===== config.mk =====
export PLATFORM = sky130hd
export DESIGN_NAME = lisif_top
export DESIGN_NICKNAME = d
export VERILOG_FILES = /design/src/lisif_pkg.sv /design/src/lisif_cap_if.sv /design/src/lisif_capture.sv /design/src/lisif_top.sv
export SDC_FILE = /design/constraint.sdc
export NUM_CORES = 1
export LEC_CHECK = 0
export ABC_CLOCK_PERIOD_IN_PS = 5660
export BUFFER_PORTS_ARGS = -buffer_cell sky130_fd_sc_hd__buf_4
export CAP_MARGIN = 25
export CORE_ASPECT_RATIO = 1.1
export CORE_UTILIZATION = 54
export CTS_CLUSTER_DIAMETER = 80
export CTS_CLUSTER_SIZE = 28
export DETAILED_ROUTE_END_ITERATION = 16
export GPL_ROUTABILITY_DRIVEN = 0
export PLACE_DENSITY = 0.76
export SYNTH_ARGS = -nofsm -noshare
export SYNTH_HDL_FRONTEND = slang
export SYNTH_SLANG_ARGS = --single-unit

===== constraint.sdc =====
create_clock -name I_MCLK -period 5.66 [get_ports I_MCLK]
set_clock_uncertainty 0.05 [all_clocks]
set_input_delay 0.566 -clock I_MCLK [delete_from_list [all_inputs] [get_ports I_MCLK]]
set_output_delay 0.566 -clock I_MCLK [all_outputs]
set_load 0.005 [all_outputs]

===== src/lisif_pkg.sv =====
/*
 lisif_pkg: constants shared by the lvds i/q sample input formatter.
 Assumes: the consumer imports the whole package.
*/
// Function
// - one width-select input picks word-wide or byte-wide input format.
// - width-select high means word-wide, one 16-bit word per clock edge.
// - width-select low means byte-wide, one byte per clock edge.
// - word mode uses all sixteen lanes; byte mode ignores upper eight lanes.
// - lanes are captured on both rising and falling data clock edges.
// - boundary or auxiliary strobe may reset write pointer, read pointer, or both.
// - in byte mode a selected strobe rise fixes which byte starts a sample.
// - strobe rises are detected only on rising data clock edges.
// - with parity on, boundary level at following falling edge is block parity.
// - block parity sampling works only while the parity enable input is one.
// - word order is I0, Q0, I1, Q1; lane 0 is lsb, lane 15 msb.
// - byte order is I high, I low, Q high, Q low, then next I high.
// - word mode only: register-write trigger aligns pointers when formatter field is 10 or 11.
// - register trigger also needs both pointer source fields equal to 1000.
// - each I word and Q word form one 32-bit sample written at write pointer.
// - rising edge of selected source returns the affected pointer to its reset position.
package lisif_pkg;
   localparam int LISIF_DATA_W = 16;
   localparam int LISIF_BYTE_W = 8;
   localparam int LISIF_SAMPLE_W = 32;
   localparam int LISIF_DEPTH = 8;
   localparam int LISIF_PTR_W = 3;
   localparam logic [2:0] LISIF_PTR_ONE = 3'h1;
   localparam logic [2:0] LISIF_WR_PTR_RESET = 3'h0;
   localparam logic [2:0] LISIF_RD_PTR_RESET = 3'h4;
   // pointer source field bit positions
   localparam int LISIF_SRC_AUX_BIT = 0;
   localparam int LISIF_SRC_BND_BIT = 1;
   localparam int LISIF_SRC_OSTR_BIT = 2;
   localparam int LISIF_SRC_REG_BIT = 3;
   localparam logic [3:0] LISIF_SRC_REG_TRIG = 4'h8;
   localparam logic [1:0] LISIF_FMT_REG_A = 2'h2;
   localparam logic [1:0] LISIF_FMT_REG_B = 2'h3;
   localparam logic LISIF_WIDTH_WORD = 1'b1;
   localparam logic [1:0] LISIF_SLOT_I_HI = 2'h0;
   localparam logic [1:0] LISIF_SLOT_I_LO = 2'h1;
   localparam logic [1:0] LISIF_SLOT_Q_HI = 2'h2;
   localparam logic [1:0] LISIF_SLOT_Q_LO = 2'h3;
   localparam int LISIF_SYNC_STAGES = 2;
endpackage


===== src/lisif_cap_if.sv =====
/*
 lisif_cap_if: captured link edges and levels from the sampler to the formatter.
 Assumes: both ends sit on the same system clock.
*/
`timescale 1ns/1ns
`default_nettype none
interface lisif_cap_if;
   logic rise;
   logic fall;
   logic [15:0] data;
   logic bnd;
   logic aux;
   modport src (output rise, output fall, output data, output bnd, output aux);
   modport dst (input rise, input fall, input data, input bnd, input aux);
endinterface
`default_nettype wire


===== src/lisif_capture.sv =====
/*
 lisif_capture: synchronises the link clock, lanes and strobes into the system
 clock and marks the link clock edges.
 Assumes: system clock runs well above twice the link clock; lanes stable around edges.
*/
`timescale 1ns/1ns
`default_nettype none
module lisif_capture
   import lisif_pkg::*;
(
   // system
   input wire logic i_clk,
   input wire logic i_rst_n,
   // link pins
   input wire logic i_link_clk,
   input wire logic [15:0] i_data,
   input wire logic i_bnd,
   input wire logic i_aux,
   // to formatter
   lisif_cap_if.src cap
);
   // first stage feeds only the second stage
   logic [18:0] s1;
   logic [18:0] s2;
   logic clk_d;
   logic [18:0] next_s1;
   logic [18:0] next_s2;
   logic next_clk_d;

   always_comb begin
      next_s1 = {i_link_clk, i_bnd, i_aux, i_data};
      next_s2 = s1;
      next_clk_d = s2[18];
   end

   always_ff @(posedge i_clk or negedge i_rst_n) begin
      if (!i_rst_n) begin
         s1 <= 19'h00000;
         s2 <= 19'h00000;
         clk_d <= 1'b0;
      end else begin
         s1 <= next_s1;
         s2 <= next_s2;
         clk_d <= next_clk_d;
      end
   end

   // lanes share the clock's latency, so each edge sees aligned data
   assign cap.rise = s2[18] & ~clk_d;
   assign cap.fall = ~s2[18] & clk_d;
   assign cap.bnd = s2[17];
   assign cap.aux = s2[16];
   assign cap.data = s2[15:0];
endmodule // lisif_capture
`default_nettype wire


===== src/lisif_top.sv =====
/*
 lisif_top: rebuilds 32-bit I/Q samples from the ddr lvds bus, aligns sample
 boundaries and fifo pointers on strobes, and samples block parity.
 Assumes: configuration inputs are static or from the system clock domain;
 i_sif_sync and i_read are one-cycle pulses on I_MCLK.
*/
`timescale 1ns/1ns
`default_nettype none
module lisif_top
   import lisif_pkg::*;
(
   // system
   input wire logic I_MCLK,
   input wire logic I_RST_N,
   // link pins
   input wire logic I_DDR_SOURCE_CLOCK,
   input wire logic [15:0] I_DATA,
   input wire logic I_BOUNDARY_STROBE,
   input wire logic I_AUX_STROBE,
   // configuration
   input wire logic I_WORD_WIDTH_SELECT,
   input wire logic I_PARITY_ENABLE,
   input wire logic [3:0] I_WR_PTR_SOURCE,
   input wire logic [3:0] I_RD_PTR_SOURCE,
   input wire logic [1:0] I_FORMATTER_SOURCE,
   input wire logic I_SIF_SYNC,
   // fifo read side
   input wire logic I_READ,
   output logic [31:0] O_READ_DATA,
   output logic O_READ_VALID,
   // status
   output logic [31:0] O_SAMPLE,
   output logic O_SAMPLE_VALID,
   output logic [2:0] O_WR_PTR,
   output logic [2:0] O_RD_PTR,
   output logic O_ALIGNED,
   output logic O_BLOCK_PARITY,
   output logic O_PARITY_VALID
);

   function automatic logic [2:0] lisif_inc(input logic [2:0] p);
      lisif_inc = p + LISIF_PTR_ONE;
   endfunction

   ////////////////////////////////////////////////////////////////////////////
   lisif_cap_if cap ();

   lisif_capture u_cap (
      .i_clk(I_MCLK),
      .i_rst_n(I_RST_N),
      .i_link_clk(I_DDR_SOURCE_CLOCK),
      .i_data(I_DATA),
      .i_bnd(I_BOUNDARY_STROBE),
      .i_aux(I_AUX_STROBE),
      .cap(cap.src)
   );

   ////////////////////////////////////////////////////////////////////////////
   // strobe edges and pointer reset sources
   logic bnd_q;
   logic aux_q;
   logic bnd_rise;
   logic aux_rise;
   logic wr_src_rise;
   logic rd_src_rise;
   logic reg_trig;
   logic wr_reset;
   logic rd_reset;
   logic word_mode;

   always_comb begin
      word_mode = (I_WORD_WIDTH_SELECT == LISIF_WIDTH_WORD);
      // strobes only count at rising link edges
      bnd_rise = cap.rise & cap.bnd & ~bnd_q;
      aux_rise = cap.rise & cap.aux & ~aux_q;
      wr_src_rise = (I_WR_PTR_SOURCE[LISIF_SRC_BND_BIT] & bnd_rise) |
                    (I_WR_PTR_SOURCE[LISIF_SRC_AUX_BIT] & aux_rise);
      rd_src_rise = (I_RD_PTR_SOURCE[LISIF_SRC_BND_BIT] & bnd_rise) |
                    (I_RD_PTR_SOURCE[LISIF_SRC_AUX_BIT] & aux_rise);
      reg_trig = I_SIF_SYNC & word_mode &
                 ((I_FORMATTER_SOURCE == LISIF_FMT_REG_A) |
                  (I_FORMATTER_SOURCE == LISIF_FMT_REG_B)) &
                 (I_WR_PTR_SOURCE == LISIF_SRC_REG_TRIG) &
                 (I_RD_PTR_SOURCE == LISIF_SRC_REG_TRIG);
      wr_reset = wr_src_rise | reg_trig;
      rd_reset = rd_src_rise | reg_trig;
   end

   ////////////////////////////////////////////////////////////////////////////
   // sample assembly
   logic [1:0] phase;
   logic [15:0] i_word;
   logic [7:0] q_hi;
   logic aligned;
   logic [31:0] sample;
   logic sample_valid;
   logic next_bnd_q;
   logic next_aux_q;
   logic [1:0] next_phase;
   logic [15:0] next_i_word;
   logic [7:0] next_q_hi;
   logic next_aligned;
   logic [31:0] next_sample;
   logic next_sample_valid;
   logic [1:0] slot;
   logic [7:0] lane_byte;

   always_comb begin
      next_bnd_q = cap.rise ? cap.bnd : bnd_q;
      next_aux_q = cap.rise ? cap.aux : aux_q;
      next_phase = phase;
      next_i_word = i_word;
      next_q_hi = q_hi;
      next_aligned = aligned | wr_src_rise;
      next_sample = sample;
      next_sample_valid = 1'b0;
      // the byte taken on the aligning edge opens a sample
      slot = wr_src_rise ? LISIF_SLOT_I_HI : phase;
      lane_byte = cap.data[7:0];
      if (cap.rise | cap.fall) begin
         if (word_mode) begin
            if (slot[0] == 1'b0) begin
               next_i_word = cap.data;
               next_phase = LISIF_SLOT_I_LO;
            end else begin
               next_sample = {i_word, cap.data};
               next_sample_valid = 1'b1;
               next_phase = LISIF_SLOT_I_HI;
            end
         end else begin
            unique case (slot)
               LISIF_SLOT_I_HI: next_i_word = {lane_byte, i_word[7:0]};
               LISIF_SLOT_I_LO: next_i_word = {i_word[15:8], lane_byte};
               LISIF_SLOT_Q_HI: next_q_hi = lane_byte;
               LISIF_SLOT_Q_LO: begin
                  next_sample = {i_word, q_hi, lane_byte};
                  next_sample_valid = 1'b1;
               end
            endcase
            next_phase = slot + LISIF_SLOT_I_LO;
         end
      end
   end

   always_ff @(posedge I_MCLK or negedge I_RST_N) begin
      if (!I_RST_N) begin
         bnd_q <= 1'b0;
         aux_q <= 1'b0;
         phase <= LISIF_SLOT_I_HI;
         i_word <= 16'h0000;
         q_hi <= 8'h00;
         aligned <= 1'b0;
         sample <= 32'h00000000;
         sample_valid <= 1'b0;
      end else begin
         bnd_q <= next_bnd_q;
         aux_q <= next_aux_q;
         phase <= next_phase;
         i_word <= next_i_word;
         q_hi <= next_q_hi;
         aligned <= next_aligned;
         sample <= next_sample;
         sample_valid <= next_sample_valid;
      end
   end

   ////////////////////////////////////////////////////////////////////////////
   // input fifo storage and pointers
   logic [31:0] mem [LISIF_DEPTH];
   logic [2:0] wr_ptr;
   logic [2:0] rd_ptr;
   logic [31:0] rd_data;
   logic rd_valid;
   logic [2:0] next_wr_ptr;
   logic [2:0] next_rd_ptr;
   logic [31:0] next_rd_data;
   logic next_rd_valid;

   always_comb begin
      // a pointer reset outranks the step of the same cycle
      if (wr_reset) begin
         next_wr_ptr = LISIF_WR_PTR_RESET;
      end else if (next_sample_valid) begin
         next_wr_ptr = lisif_inc(wr_ptr);
      end else begin
         next_wr_ptr = wr_ptr;
      end
      if (rd_reset) begin
         next_rd_ptr = LISIF_RD_PTR_RESET;
      end else if (I_READ) begin
         next_rd_ptr = lisif_inc(rd_ptr);
      end else begin
         next_rd_ptr = rd_ptr;
      end
      next_rd_data = I_READ ? mem[rd_ptr] : rd_data;
      next_rd_valid = I_READ;
   end

   // storage has no reset; unread words are simply stale
   always_ff @(posedge I_MCLK) begin
      if (next_sample_valid) begin
         mem[wr_ptr] <= next_sample;
      end
   end

   always_ff @(posedge I_MCLK or negedge I_RST_N) begin
      if (!I_RST_N) begin
         wr_ptr <= LISIF_WR_PTR_RESET;
         rd_ptr <= LISIF_RD_PTR_RESET;
         rd_data <= 32'h00000000;
         rd_valid <= 1'b0;
      end else begin
         wr_ptr <= next_wr_ptr;
         rd_ptr <= next_rd_ptr;
         rd_data <= next_rd_data;
         rd_valid <= next_rd_valid;
      end
   end

   ////////////////////////////////////////////////////////////////////////////
   // block parity from boundary strobe at the falling edge after its rise
   logic par_armed;
   logic parity;
   logic parity_valid;
   logic next_par_armed;
   logic next_parity;
   logic next_parity_valid;

   always_comb begin
      next_par_armed = par_armed;
      next_parity = parity;
      next_parity_valid = 1'b0;
      if (!I_PARITY_ENABLE) begin
         next_par_armed = 1'b0;
      end else if (bnd_rise) begin
         next_par_armed = 1'b1;
      end else if (cap.fall & par_armed) begin
         next_parity = cap.bnd;
         next_parity_valid = 1'b1;
         next_par_armed = 1'b0;
      end
   end

   always_ff @(posedge I_MCLK or negedge I_RST_N) begin
      if (!I_RST_N) begin
         par_armed <= 1'b0;
         parity <= 1'b0;
         parity_valid <= 1'b0;
      end else begin
         par_armed <= next_par_armed;
         parity <= next_parity;
         parity_valid <= next_parity_valid;
      end
   end

   ////////////////////////////////////////////////////////////////////////////
   assign O_SAMPLE = sample;
   assign O_SAMPLE_VALID = sample_valid;
   assign O_WR_PTR = wr_ptr;
   assign O_RD_PTR = rd_ptr;
   assign O_READ_DATA = rd_data;
   assign O_READ_VALID = rd_valid;
   assign O_ALIGNED = aligned;
   assign O_BLOCK_PARITY = parity;
   assign O_PARITY_VALID = parity_valid;
endmodule // lisif_top
`default_nettype wire


Word level (Yosys, flattened, before mapping). Memories as Yosys holds them, arrays and structs flattened. A register that Yosys moved wholly into a read port is not among the register bits. Index checks and enable logic that the tools add are counted.

Register bits after elaboration: 111. RAM bits: 256. Input port bits: 35. Output and inout bits: 75. Logic and storage cells: 97. Memories kept: 1.

Add/subtract/negate cells: 3. Equality and inequality tests: 11. Muxes and demuxes: 26. Bitwise gates (word level): 28. Reductions and logical operators: 10.

Memories: mem (words 8, width 32, rd ports 1, clocked after Yosys merged registers in 1, write ports 1, line lisif_top.sv:169) `logic [31:0] mem [LISIF_DEPTH];`.

Operator list (count): $mux 32 (4); $mux 16 (2); $pmux 16 s2 (1); $and 1x1->1 (15); $mux 1 (13); $mux 3 (4); $eq 2x2->1 const B (4); $eq 4x4->1 const B (2); $reduce_and 4->1 (2); $reduce_bool 2->1 (4); $or 1x1->1 (7); $add 3x1->3 const B (2); $ne 2x2->1 const B (3); $not 1->1 (6); $reduce_and 3->1 (2); $mux 2 (2); $ne 3x1->1 const B (1); $add 2x1->2 const B (1); $eq 2x1->1 const B (1); $logic_not 2->1 (1); $logic_not 1->1 (1).

Longest topological paths before layout.
Depth in word-level cells: 13. Depth in mapped cells: 12. Gate-level depth less buffers: 11.

By module. A second synthesis with hierarchy kept.

Cell total of the unflattened synthesis: 819. Area, all modules: 15072.0 um^2.

Modules (own cells, without submodules): lisif_top (times used 1, cells an instance 762, area an instance 13960.9 um^2, seq. area each 10291.1 um^2); lisif_capture (times used 1, cells an instance 57, area an instance 1111.1 um^2, seq. area each 975.9 um^2).

Worst setup path before layout. OpenSTA, ideal clock, no wires.

Path type: register to register. Start: reg u_cap.clk_d. End: mem mem[0][0], enable pin. Setup time: 501 ps. Data arrival time: 4962 ps. Required time: 5109 ps. Slack: 146 ps. Cell stages (with the launch flop): 12. Buffers on the path: 1. Period minus slack after synthesis: 5514 ps. Path through: dfrtp_1 -> inv_1 -> ha_1 -> nand4b_1 -> and2_4 -> nand2_1 -> inv_1 -> ha_1 -> nor3b_2 -> a31oi_1 -> buf_2 -> nor4_1.

Word-level cells in the longest chain between the ends: 13. Elaborated cells on any way between the ends: 19. Classes of those cells: eq/ne (1); mux (7); bitwise (11).

RTL lines: from (decl) (line lisif_capture.sv:25) `logic clk_d;`; from (signal assigned) (line lisif_capture.sv:44) `clk_d <= next_clk_d;`; $not 1->1 (line lisif_capture.sv:49) `assign cap.rise = s2[18] & ~clk_d;`; $and 1x1->1 (line lisif_capture.sv:49); $and 1x1->1, on equally long branches (2 in a row) (line lisif_top.sv:74, lisif_top.sv:75); $and 1x1->1, on equally long branches (line lisif_top.sv:76, lisif_top.sv:77); $or 1x1->1 (line lisif_top.sv:76) `wr_src_rise = (I_WR_PTR_SOURCE[LISIF_SRC_BND_BIT] & bnd_rise) |`; $mux 2 (line lisif_top.sv:118) `slot = wr_src_rise ? LISIF_SLOT_I_HI : phase;`; $eq 2x2->1 (line lisif_top.sv:131) `unique case (slot)`; $mux 1 (line lisif_top.sv:131); $mux 1 (line lisif_top.sv:121) `if (word_mode) begin`; $mux 1 * (line lisif_top.sv:120) `if (cap.rise | cap.fall) begin`; $mux 1 * (line lisif_top.sv:201) `if (next_sample_valid) begin`; $mux 1 (implied by the code) * (line lisif_top.sv:202) `mem[wr_ptr] <= next_sample;`; to (decl) (line lisif_top.sv:169).

Mark *: on every way between the ends. The rest lies on a longest branch, timed or not.

Final worst setup path.
Start: reg u_cap.clk_d. End: mem mem[0][14], enable pin.

Same word-level chain as after synthesis.

==> summary.log <==
[run_status] outcome finished, final reports clean
[floorplanning] DIE AREA 0.0280 mm^2
[yosys] number of warning messages in the yosys log 0
[timing] Final Hold Viols 0
[clocking] number of hold buffers added after CTS 0
[floorplanning] height of the chip 175 um
[clocking] count of buffers added by post-CTS timing repair for setup 0
[power_and_ir_drop] maximum ir drop on the vdd rail 0.243 mV
[clocking] CTS Buf Count 18
[yosys] Synth Register Bits 399
[yosys] average cell area after synthesis 19.7 um^2
[floorplanning] total number of placement rows 63
[setup_path] Crit-path slowest cell sky130_fd_sc_hd__nor3b_2
[setup_path] Crit Path Category flip-flop to flip-flop
[clocking] CTS root buffer sky130_fd_sc_hd__clkbuf_16
[floorplanning] placeable core region 0.0269 mm^2
[timing] Slew Viols, Final 0
[setup_path] startpoint types flip-flop
[setup_path] Worst setup startpoint u_cap.clk_d
[yosys] post-synthesis cell type with the largest combined area sky130_fd_sc_hd__edfxtp_1
[floorplanning] top-level I/O count 110
[floorplanning] Initial Util 0.548
[route] Vias per Instance 5.80
[route] DRC violation total after the first TritonRoute iteration 677
[grt] global router's overall resource usage 0.208
[setup_path] reg-to-reg setup timing slack 2.02 ns
[yosys] post-synthesis sequential area ratio 0.764
[yosys] area fraction of the dominant cell type after synthesis 0.521
[timing] Max-Slew Margin vs Limit 0.291
[route] via count 7124
[clocking] htree depth 1
[timing] post-route minimum period 3.64 ns
[cells_and_area] count of nets after finishing 903
[yosys] EDFF count, synth 256
[timing] transition at the pin with the smallest max-transition slack 1.06 ns
[placed_design] number of I/O port buffers 108
[route] Post-Route WL 28.2 mm
[yosys] number of library cell types mapped by synthesis 39
[clocking] number of buffers between clock root and the deepest sink 3
[setup_path] family with the most delay on the worst path simple AND/OR/NAND/NOR gates
[timing] Max Fclk 275 MHz
[timing] period utilisation layout 0.643
[setup_path] Critical Path Sink Type flip-flop
[cells_and_area] fillers 1856
[grt] number of antenna violations at the first check in global routing 0
[cells_and_area] antenna cell count 0
[clocking] clock sink count 399
[setup_path] buffers plus inverters on the worst setup path 4
[route] final antenna-violating net count 0
[setup_path] worst stage delay on the critical path 0.54 ns
[clocking] total of cells resized after clock tree synthesis 0
[grt] pin count of the biggest net entering global routing 90
[clocking] insertion delay of the later-clocked pin in the worst-skew pair 0.51 ns
[floorplanning] die width 160 um
[yosys] summed instance area of the synthesized netlist 0.0147 mm^2
[clocking] Clk pin slew, worst setup/hold paths 0.09 ns
[setup_path] worst r2r src u_cap.clk_d
[route] routed length per placed instance 23.0 um
[setup_path] largest driver fanout on the critical path 42
[cells_and_area] area growth from synthesis to layout 12.5%
[power_and_ir_drop] pwr/cell area 480 mW/mm^2
[grt] first-pass GRT wire length 43.6 mm
[power_and_ir_drop] total power 7.96 mW
[grt] number of global-route vias before repair 7448
[power_and_ir_drop] reported leakage power 6.18 nW
[yosys] Post-Syn Instances 749
[yosys] cell types occupying the most area after synthesis sky130_fd_sc_hd__edfxtp_1, sky130_fd_sc_hd__dfrtp_1, sky130_fd_sc_hd__mux4_2
[setup_path] critical path, cell by cell inv_1 -> ha_1 -> nand4b_1 -> and2_4 -> nand2_1 -> inv_1 -> ha_1 -> nor3b_2 -> a31oi_4 -> buf_4 -> nor4_2 -> buf_4
[route] detailed-routing iteration count for the pre-antenna-repair pass 5
[placed_design] HPWL reported at the end of detailed placement 16.5 mm
[timing] total of endpoints with negative setup slack in the final report 0
[timing] sum of negative setup slack 0 ns
[setup_path] crit path DAT 3.75 ns
[yosys] prevailing post-synth register cell sky130_fd_sc_hd__edfxtp_1
[route] DR DRC count 0
[flow_run] max cap viols 0
[yosys] Post-Syn Nets 793
[grt] total congestion overflow 0
[timing] setup repair after global routing missed its margin false
[setup_path] Critical Path RT 5.77 ns
[cells_and_area] fraction of final layout cells sized beyond drive strength 1 0.301
[yosys] fraction of registers with async set/reset 0.358
[clocking] CTS tree yes
[hold_path] worst hold path type input pin to asynchronous set/reset pin
==> cells in the final DEF, fill, tap and decap left out, types with 7 or more instances in the layout <==
cell,n
sky130_fd_sc_hd__mux2_2,39
sky130_fd_sc_hd__ha_1,9
sky130_fd_sc_hd__buf_4,120
sky130_fd_sc_hd__and2_1,8
sky130_fd_sc_hd__clkbuf_1,11
sky130_fd_sc_hd__mux2i_1,35
sky130_fd_sc_hd__a21oi_1,35
sky130_fd_sc_hd__nor2_1,42
sky130_fd_sc_hd__clkbuf_16,19
sky130_fd_sc_hd__edfxtp_1,256
sky130_fd_sc_hd__dfrtp_1,140
sky130_fd_sc_hd__a221o_1,9
sky130_fd_sc_hd__mux4_2,64
sky130_fd_sc_hd__inv_1,10
sky130_fd_sc_hd__a22o_1,15
sky130_fd_sc_hd__nand2_1,7
sky130_fd_sc_hd__nand2b_1,7
==> synthesized netlist by cell type (3+ instances only) <==
library cell / number
sky130_fd_sc_hd__dfrtp_1: 142
sky130_fd_sc_hd__buf_2: 13
sky130_fd_sc_hd__nor3_1: 5
sky130_fd_sc_hd__mux2i_1: 35
sky130_fd_sc_hd__o21ai_0: 4
sky130_fd_sc_hd__nand2_1: 7
sky130_fd_sc_hd__nand4b_1: 3
sky130_fd_sc_hd__edfxtp_1: 256
sky130_fd_sc_hd__a221o_1: 9
sky130_fd_sc_hd__ha_1: 9
sky130_fd_sc_hd__nand2b_1: 7
sky130_fd_sc_hd__nor2_1: 45
sky130_fd_sc_hd__a21oi_1: 35
sky130_fd_sc_hd__clkbuf_1: 16
sky130_fd_sc_hd__and2_1: 8
sky130_fd_sc_hd__buf_1: 3
sky130_fd_sc_hd__a22o_1: 15
sky130_fd_sc_hd__mux4_2: 64
sky130_fd_sc_hd__mux2_2: 39
sky130_fd_sc_hd__inv_1: 10
==> sequential cells by signal, indices dropped and copies added, names as in the netlist, 2 cells and up <==
register,flops
O_WR_PTR,3
O_SAMPLE,32
q_hi,8
O_READ_DATA,32
O_RD_PTR,3
u_cap.s2,19
phase,2
u_cap.next_s2,19
i_word,16
mem,256
==> layer usage <==
metal,share of wire,vias up,global-route usage
li1,-,3134,-
met5,0,-,0
met1,0.44,3714,0.303
met2,0.49,244,0.342
met3,0.059,32,0.0264
met4,0.018,0,0.0481
==> logic make-up after synthesis <==
group                    Yosys count  synth area share
AO/OA/AOI/OAI                     70            0.0330
flip-flops                       399             0.764
adder cells (fa/ha/maj)            9           0.00764
multiplexers                     138             0.151
buffers and inverters             42            0.0118
XOR/XNOR                           3           0.00178
AND/OR/NAND/NOR                   88            0.0302
==> metrics by stage <==
stage	hold slack (ns)	utilization	cells	setup slack (ns)	area [um^2]
CTS	0.0821	0.616	1227	1.98	16600
finish	0.0488	0.617	1228	2.02	16600
global route	0.0807	0.617	1228	1.78	16600
floorplan	0.220	-	749	0.146	14700
detailed placement	0.285	0.596	1195	1.97	16000
global placement	0.282	0.596	1195	2.00	16000
==> worst paths after layout <==
path	cells past startpoint	endpoint
hold reg to reg	0	u_cap.s2[9]
setup reg to reg	12	mem[0][14]
max in group asynchronous	2	phase[1]
min in group I_MCLK	1	u_cap.next_s2[12]
hold / removal	1	u_cap.next_s2[15]
setup / recovery	12	mem[0][14]
==> power breakdown <==
group          internal (mW)  switching (mW)  total, mW  leakage (nW)
sequential              3.87           0.403       4.27          4.03
combinational           1.14            1.06       2.21          1.89
clock                  0.644           0.841       1.49         0.255
total                   5.66            2.31       7.96          6.18
==> cell type report <==
cell class	instances	area, um^2	share of cell area
flip-flops and latches	399	11300	0.679
multi-input cells	308	3360	0.202
repair buffers	122	940	0.0566
clock buffers	30	517	0.0311
well taps	357	447	0.0269
inverters	10	37.5	0.00226
clock inverters	2	23.8	0.00143
Note: power is estimated with default switching activity, not from simulation.
